$ cat src/hdl/ioc_config_pkg.sv
// Constants shared by the interrupt-on-change compare and configuration block
package ioc_config_pkg;

	// ==========================================================
	// Register layout
	localparam int ADDR_WIDTH    = 5;
	localparam int PORT_WIDTH    = 8;
	localparam int REG_COUNT     = 11;
	// Register index within one port bank
	localparam logic [3:0] IDX_DEFAULT_COMPARE = 4'h3;
	localparam logic [3:0] IDX_COMPARE_SELECT  = 4'h4;
	localparam logic [3:0] IDX_CONFIG          = 4'h5;
	// Banked map: port B bank base
	localparam logic [4:0] BANK_B_BASE   = 5'h10;
	localparam logic [4:0] BANK_A_LAST   = 5'h0A;
	localparam logic [4:0] BANK_B_LAST   = 5'h1A;
	localparam logic [4:0] PAIRED_LAST   = 5'h15;

	// ==========================================================
	// Configuration bit positions
	localparam int CFG_BANK_BIT     = 7;
	localparam int CFG_MIRROR_BIT   = 6;
	localparam int CFG_SEQ_BIT      = 5;
	localparam int CFG_SLEW_BIT     = 4;
	localparam int CFG_ADDR_EN_BIT  = 3;
	localparam int CFG_DRAIN_BIT    = 2;
	localparam int CFG_POL_BIT      = 1;
	localparam logic [7:0] CFG_IMPL_MASK = 8'hFE;

	// ==========================================================
	// Reset values
	localparam logic [7:0] DEFAULT_COMPARE_RESET = 8'h00;
	localparam logic [7:0] COMPARE_SELECT_RESET  = 8'h00;
	localparam logic [7:0] CONFIG_RESET          = 8'h00;
	localparam logic [4:0] POINTER_RESET         = 5'h00;

	typedef enum logic [1:0] {
		REG_NONE,
		REG_DEFAULT_COMPARE,
		REG_COMPARE_SELECT,
		REG_CONFIG
	} reg_kind_type;

endpackage

$ cat src/hdl/ioc_compare_and_config.sv
// Interrupt-on-change compare logic and expander configuration register
`timescale 1ns/1ps

module ioc_compare_and_config
	import ioc_config_pkg::*;
#(
	parameter bit SPI_VARIANT = 1'b1
) (
	input  wire logic                  clock,
	input  wire logic                  rst,
	input  wire logic                  clockEnable,
	// Byte interface from the serial protocol engine
	input  wire logic                  addressLoad,
	input  wire logic [ADDR_WIDTH-1:0] addressIn,
	input  wire logic                  byteWrite,
	input  wire logic [7:0]            writeData,
	input  wire logic                  byteRead,
	output logic      [7:0]            readData,
	output logic                       readHit,
	output logic      [ADDR_WIDTH-1:0] pointer,
	// Per-port state from the surrounding port logic (same clock)
	input  wire logic [7:0]            portAValue,
	input  wire logic [7:0]            portBValue,
	input  wire logic [7:0]            directionPortA,
	input  wire logic [7:0]            directionPortB,
	input  wire logic [7:0]            pinChangeIrqEnableA,
	input  wire logic [7:0]            pinChangeIrqEnableB,
	input  wire logic                  irqClearA,
	input  wire logic                  irqClearB,
	output logic      [7:0]            changeFlagsA,
	output logic      [7:0]            changeFlagsB,
	// External pins
	input  wire logic                  addrPin2,
	input  wire logic                  addrPin1,
	input  wire logic                  addrPin0,
	output logic      [2:0]            deviceAddress,
	output logic                       sdaSlewDisable,
	output logic                       irqPinAOut,
	output logic                       irqPinAOe,
	output logic                       irqPinBOut,
	output logic                       irqPinBOe
);

	// ==========================================================
	// Register storage
	logic [7:0] defaultCompare [2];
	logic [7:0] compareSelect  [2];
	logic [7:0] expanderConfig;
	logic [7:0] next_defaultCompare [2];
	logic [7:0] next_compareSelect  [2];
	logic [7:0] next_expanderConfig;
	logic [ADDR_WIDTH-1:0] next_pointer;
	logic [7:0] next_readData;
	logic       next_readHit;

	reg_kind_type decodeKind;
	logic         decodePort;
	logic         decodeValid;

	// ==========================================================
	// Address decode
	// Decode reads the live bank bit, so a change applies from the next byte on.
	always_comb begin
		decodeKind  = REG_NONE;
		decodePort  = 1'b0;
		decodeValid = 1'b0;
		if (expanderConfig[CFG_BANK_BIT]) begin
			if (pointer <= BANK_A_LAST) begin
				decodeValid = 1'b1;
				decodePort  = 1'b0;
			end else if (pointer >= BANK_B_BASE && pointer <= BANK_B_LAST) begin
				decodeValid = 1'b1;
				decodePort  = 1'b1;
			end
			case (pointer[3:0])
				IDX_DEFAULT_COMPARE: decodeKind = REG_DEFAULT_COMPARE;
				IDX_COMPARE_SELECT:  decodeKind = REG_COMPARE_SELECT;
				IDX_CONFIG:          decodeKind = REG_CONFIG;
				default:             decodeKind = REG_NONE;
			endcase
		end else begin
			if (pointer <= PAIRED_LAST) begin
				decodeValid = 1'b1;
				decodePort  = pointer[0];
			end
			case (pointer[4:1])
				IDX_DEFAULT_COMPARE: decodeKind = REG_DEFAULT_COMPARE;
				IDX_COMPARE_SELECT:  decodeKind = REG_COMPARE_SELECT;
				IDX_CONFIG:          decodeKind = REG_CONFIG;
				default:             decodeKind = REG_NONE;
			endcase
		end
		if (!decodeValid) begin
			decodeKind = REG_NONE;
		end
	end

	// ==========================================================
	// Register write, read and pointer
	always_comb begin
		next_defaultCompare = defaultCompare;
		next_compareSelect  = compareSelect;
		next_expanderConfig = expanderConfig;
		next_pointer        = pointer;
		next_readData       = readData;
		next_readHit        = 1'b0;
		if (addressLoad) begin
			// pointer loaded as given, never remapped
			next_pointer = addressIn;
		end else if (byteWrite || byteRead) begin
			if (byteWrite) begin
				case (decodeKind)
					REG_DEFAULT_COMPARE: next_defaultCompare[decodePort] = writeData;
					REG_COMPARE_SELECT:  next_compareSelect[decodePort]  = writeData;
					REG_CONFIG:          next_expanderConfig = writeData & CFG_IMPL_MASK;
					default:             next_expanderConfig = expanderConfig;
				endcase
			end else begin
				next_readHit = (decodeKind != REG_NONE);
				case (decodeKind)
					REG_DEFAULT_COMPARE: next_readData = defaultCompare[decodePort];
					REG_COMPARE_SELECT:  next_readData = compareSelect[decodePort];
					REG_CONFIG:          next_readData = expanderConfig & CFG_IMPL_MASK;
					default:             next_readData = 8'h00;
				endcase
			end
			// pointer advance unless sequential operation is off
			// no wrap fix-up; a banked pointer at 0Bh just decodes to nothing
			if (!expanderConfig[CFG_SEQ_BIT]) begin
				next_pointer = ADDR_WIDTH'(pointer + 1'b1);
			end
		end
	end

	// Single configuration register shared by both port addresses
	always_ff @(posedge clock) begin
		if (rst) begin
			defaultCompare[0] <= DEFAULT_COMPARE_RESET;
			defaultCompare[1] <= DEFAULT_COMPARE_RESET;
			compareSelect[0]  <= COMPARE_SELECT_RESET;
			compareSelect[1]  <= COMPARE_SELECT_RESET;
			expanderConfig    <= CONFIG_RESET;
			pointer           <= POINTER_RESET;
			readData          <= 8'h00;
			readHit           <= 1'b0;
		end else if (clockEnable) begin
			defaultCompare <= next_defaultCompare;
			compareSelect  <= next_compareSelect;
			expanderConfig <= next_expanderConfig;
			pointer        <= next_pointer;
			readData       <= next_readData;
			readHit        <= next_readHit;
		end
	end

	// ==========================================================
	// Interrupt-on-change compare, one generate per pin
	logic [7:0] pinValue       [2];
	logic [7:0] pinInput       [2];
	logic [7:0] pinEnable      [2];
	logic [7:0] previousValue  [2];
	logic [7:0] flags          [2];
	logic [7:0] next_flags     [2];
	logic [7:0] mismatch       [2];
	logic       portClear      [2];

	assign pinValue[0]  = portAValue;
	assign pinValue[1]  = portBValue;
	assign pinInput[0]  = directionPortA;
	assign pinInput[1]  = directionPortB;
	assign pinEnable[0] = pinChangeIrqEnableA;
	assign pinEnable[1] = pinChangeIrqEnableB;
	assign portClear[0] = irqClearA;
	assign portClear[1] = irqClearB;

	genvar p, b;
	generate
		for (p = 0; p < 2; p++) begin : gen_port
			for (b = 0; b < PORT_WIDTH; b++) begin : gen_pin
				logic reference;
				// mode bit picks default or previous value
				assign reference = compareSelect[p][b] ? defaultCompare[p][b] : previousValue[p][b];
				// opposite level flags; enable gate; inputs only
				assign mismatch[p][b] = pinEnable[p][b] & pinInput[p][b] & (pinValue[p][b] != reference);
			end
			// A new mismatch wins over a clear in the same cycle
			assign next_flags[p] = (portClear[p] ? 8'h00 : flags[p]) | mismatch[p];
		end
	endgenerate

	always_ff @(posedge clock) begin
		if (rst) begin
			flags[0]         <= 8'h00;
			flags[1]         <= 8'h00;
			previousValue[0] <= 8'h00;
			previousValue[1] <= 8'h00;
		end else if (clockEnable) begin
			flags            <= next_flags;
			previousValue    <= pinValue;
		end
	end

	assign changeFlagsA = flags[0];
	assign changeFlagsB = flags[1];

	// ==========================================================
	// Interrupt pin drive and configuration outputs
	logic portIrqA;
	logic portIrqB;
	logic activeA;
	logic activeB;

	assign portIrqA = |flags[0];
	assign portIrqB = |flags[1];

	always_comb begin
		if (expanderConfig[CFG_MIRROR_BIT]) begin
			activeA = portIrqA | portIrqB;
			activeB = portIrqA | portIrqB;
		end else begin
			activeA = portIrqA;
			activeB = portIrqB;
		end
		// open drain pulls low only when active
		if (expanderConfig[CFG_DRAIN_BIT]) begin
			irqPinAOut = 1'b0;
			irqPinBOut = 1'b0;
			irqPinAOe  = activeA;
			irqPinBOe  = activeB;
		end else begin
			// polarity sets the driven active level
			irqPinAOut = expanderConfig[CFG_POL_BIT] ? activeA : ~activeA;
			irqPinBOut = expanderConfig[CFG_POL_BIT] ? activeB : ~activeB;
			irqPinAOe  = 1'b1;
			irqPinBOe  = 1'b1;
		end
	end

	// Address pins are static straps, still synchronised since they come from outside
	logic [2:0] addrSync1;
	logic [2:0] addrSync2;
	always_ff @(posedge clock) begin
		if (rst) begin
			addrSync1 <= 3'h0;
			addrSync2 <= 3'h0;
		end else if (clockEnable) begin
			addrSync1 <= {addrPin2, addrPin1, addrPin0};
			addrSync2 <= addrSync1;
		end
	end

	// address pins, or zero on the SPI variant while the address-enable bit is clear
	assign deviceAddress  = (!SPI_VARIANT || expanderConfig[CFG_ADDR_EN_BIT]) ? addrSync2 : 3'h0;
	// slew disable straight from the configuration
	assign sdaSlewDisable = expanderConfig[CFG_SLEW_BIT];

endmodule

$ cat config.mk
export PLATFORM = sky130hd
export DESIGN_NAME = ioc_compare_and_config
export DESIGN_NICKNAME = d
export VERILOG_FILES = /design/src/hdl/ioc_config_pkg.sv /design/src/hdl/ioc_compare_and_config.sv
export SDC_FILE = /design/constraint.sdc
export NUM_CORES = 1
export LEC_CHECK = 0
export BUFFER_PORTS_ARGS = -buffer_cell sky130_fd_sc_hd__buf_2
export CAP_MARGIN = 30
export CORE_MARGIN = 4
export CORE_UTILIZATION = 53
export CTS_CLUSTER_DIAMETER = 30
export CTS_CLUSTER_SIZE = 16
export DETAILED_ROUTE_END_ITERATION = 6
export PLACE_DENSITY_LB_ADDON = 0.3
export SYNTH_ARGS = -nofsm -noshare
export SYNTH_HDL_FRONTEND = slang
export SYNTH_SLANG_ARGS = --single-unit
$ cat constraint.sdc
create_clock -name clock -period 3 [get_ports clock]
set_input_delay 0.6 -clock clock [delete_from_list [all_inputs] [get_ports clock]]
set_output_delay 0.6 -clock clock [all_outputs]
set_load 0.01 [all_outputs]
==> metrics.log <==
[metrics] proportion of synthesized area in mux cells: 0.219
[metrics] layout filler cell count: 679
[metrics] top area cells in the synthesized netlist: dfxtp_1, mux2i_1, nor2_1
[metrics] gate family responsible for the most delay along the worst path: simple AND/OR/NAND/NOR gates
[metrics] area of the mapped netlist: 4350 um2
[metrics] ANT cells: 0
[metrics] post-synthesis share of cell area spent on and, or, nand and nor gates: 0.169
[metrics] std cell rows: 32
[metrics] Clock transition at path regs: 90 ps
[metrics] share of async-settable or async-resettable flops after synthesis: 0
[metrics] critical-path cell with the highest stage delay: dfxtp_1
[metrics] # H-tree levels: 3
[metrics] Static Leak: 2.35 nW
[metrics] global-route total usage across every layer: 0.227
[metrics] adder-cell area share of the yosys netlist: 0.00862
[metrics] number of nets in the final layout: 639
[metrics] routed wire length: 11200 um
[metrics] run status: finished clean
[metrics] highest clock frequency the design can meet: 0.373 GHz
[metrics] area growth from synthesis to layout: 19.0%
[metrics] HPWL after detailed placement: 8240 um
[metrics] compound-cell area share of the yosys netlist: 0.117
[metrics] Worst-Margin Slew: 702 ps
[metrics] kind of end point of the critical path: flop
[metrics] Core Area: 7850 um2
[metrics] number of nets produced by synthesis: 536
[metrics] commonest non-fill, non-tap cells in the layout: buf_2, dfxtp_1, mux2i_1, nor2_1, nand2_1
[metrics] Critical Path Start Type: flop
[metrics] remaining routing DRC violations: 0
[metrics] final critical-path share of the clock period: 0.894
[metrics] fin worst setup slack: 317 ps
[metrics] Power Total: 2.42 mW
[metrics] worst endpoint required time: 3230 ps
[metrics] worst-path maximum fanout: 11
[metrics] critical path arrival: 2910 ps
[metrics] distinct cell type count of the synthesized netlist: 46
[metrics] final design utilization: 0.660
[metrics] router iterations before antenna repair: 4
[metrics] number of sinks driven by the clock tree: 91
[metrics] number of hold violations in the final report: 0
[metrics] number of storage elements in the synthesis netlist: 91
[metrics] count of final setup violators: 0
[metrics] main combinational cell family by area after synthesis: multiplexers
[metrics] mean post-synth cell area: 9.45 um2
[metrics] post-place setup slack: 278 ps
[metrics] critical-path cell list: inv_1 > ha_1 > or2_2 > a31oi_1 > buf_4 > nor3b_2 > nand2b_1 > mux2i_1 > nor2_1
[metrics] setup repair after global routing missed its margin: no
[metrics] critical path class: reg -> reg
[metrics] XOR/XNOR Fraction of Synth Area: 0.0382
[metrics] Worst Path Buf+Inv: 2
[metrics] ANT nets after route: 0
[metrics] die outline width: 98.6 um
[metrics] Non-Filler Instances: 670
[metrics] number of global-route vias before repair: 3698
[metrics] count of routing violations after the opening detailed-route iteration: 154
[metrics] sequential-to-total area share from yosys stat: 0.418
[metrics] final period demand of the worst path: 2680 ps
[metrics] post-synth top area cell: dfxtp_1
[metrics] clock latency on the worst-skew pair: 360 ps
[metrics] final global-route overflow total: 0
[metrics] y dimension of the die: 98.6 um
[metrics] detailed-route vias per instance: 5.55
[metrics] final cell area excluding filler cells: 5180 um2
[metrics] number of buffers inserted during clock tree synthesis: 9
[metrics] Final Skew: 8.07 ps
[metrics] die area: 9730 um2
[metrics] standard cell area after detailed placement: 4970 um2
[metrics] number of stages on the worst hold path: 2
[metrics] port buffer count: 109
[metrics] global-route wire length before repair: 17800 um
[metrics] Maximum Capacitance Violations: 0
[metrics] Cells after Synth: 461
[metrics] headroom to the max-slew limit: 0.532
[metrics] number of warnings reported in the yosys synthesis log: 0
[metrics] final sum of negative setup slack: 0 ps
[metrics] largest buffer count on any clock path: 2
[metrics] Peak supply drop: 0.253 mV
[metrics] clock tree from TritonCTS: built
[metrics] Crit. path cell count: 9
[metrics] number of cells traversed by the worst register-to-register path: 9
[metrics] post-synth top area share: 0.418
[metrics] leading cell type in the layout, fill and taps excluded: buf_2
[metrics] Critical Path Max Stage Delay: 540 ps
[metrics] CTS Hold Buffers Added: 0
[metrics] worst hold slack: 475 ps
[metrics] routability congestion estimate: 0.870
[metrics] # placed instances: 654
[metrics] Clock Root Buffer: clkbuf_8
[metrics] Hold/Removal Path Class: reg -> reg
[metrics] Vias: 3719
[metrics] antenna violations before repair: 0
[metrics] number of max-slew violations in the final report: 0
[metrics] Boundary Pins: 110
[metrics] Main synth FF type: dfxtp_1
[metrics] initial core utilization: 0.555
[metrics] average wire length per cell after detail routing: 16.7 um
[metrics] layout cell share with drive strength beyond 1: 0.276
[metrics] largest net degree at the start of global routing: 45
[metrics] P per Cell Area: 467 nW/um2
[metrics] number of flops mapped to enable cells by yosys: 0
[layer usage]
| metal | global-route usage | part of all wire |
|---|---|---|
| met1 | 0.280 | 0.43 |
| met2 | 0.392 | 0.49 |
| met3 | 0.0594 | 0.063 |
| met4 | 0.0609 | 0.014 |
| met5 | 0 | 0 |
[worst paths after layout]
kind / end / slack, ps / startpoint
worst max-delay path: compareSelect[12]$_SDFFE_PP0P_ / 320 / pointer[1]$_SDFFE_PP0P_
worst min-delay path: readHit$_SDFFE_PP0P_ / 470 / readHit$_SDFFE_PP0P_
worst max register to register: compareSelect[12]$_SDFFE_PP0P_ / 320 / pointer[1]$_SDFFE_PP0P_
worst min register to register: readHit$_SDFFE_PP0P_ / 470 / readHit$_SDFFE_PP0P_
[cell families after synthesis]
group           Yosys count
mux                      94
simple gates            160
buf+inv                  28
compound gates           66
fa+ha+maj                 3
flops                    91
xor+xnor                 19
[area by class of cell]
class | instances | area, um2 | area share
inverters | 2 | 7.51 | 0.00145
repair buffers | 118 | 626 | 0.121
multi-input cells | 342 | 2400 | 0.463
clock buffers | 10 | 138 | 0.0266
flip-flops and latches | 91 | 1820 | 0.352
clock inverters | 5 | 62.6 | 0.0121
well taps | 102 | 128 | 0.0246
[power breakdown]
part	total (mW)	internal, mW	leakage (nW)	switching, mW
Sequential	1.26	1.24	0.739	0.0269
Clock	0.847	0.408	0.0950	0.439
Combinational	0.311	0.138	1.51	0.173
[registers in the layout, indices dropped and copies added, names as in the netlist]
| signal | count |
|---|---|
| addrSync1 | 3 |
| addrSync2 | 3 |
| changeFlagsA | 8 |
| changeFlagsB | 8 |
| compareSelect | 16 |
| defaultCompare | 16 |
| expanderConfig | 7 |
| pointer | 5 |
| previousValue | 16 |
| readData | 8 |
| readHit | 1 |
[timing repair]
item / CTS / global route
resized for setup: 0 / 0
hold endpoints to repair: 0 / 0
endpoints found under the setup margin: 0 / 4
setup buffers: 0 / 1
[synth_stat cells, types with 3 or more instances]
cell / instances
mux2_2: 9
a221oi_2: 6
a211o_1: 8
nor2_1: 78
xnor2_1: 18
a31oi_1: 4
nor2b_1: 4
nand2_1: 38
dfxtp_1: 91
nand4_1: 16
nand3_1: 4
and2_1: 5
a21oi_1: 26
mux2i_1: 85
o21ai_0: 4
buf_2: 4
a21boi_0: 7
nor4_1: 4
ha_1: 3
buf_1: 5
clkbuf_1: 13
[worst min-delay path: stages, from the launching register on]
cell      delay, ps
dfxtp_1         320
nand2b_1         60
a21oi_1          60
(Power assumes the default switching activity.)
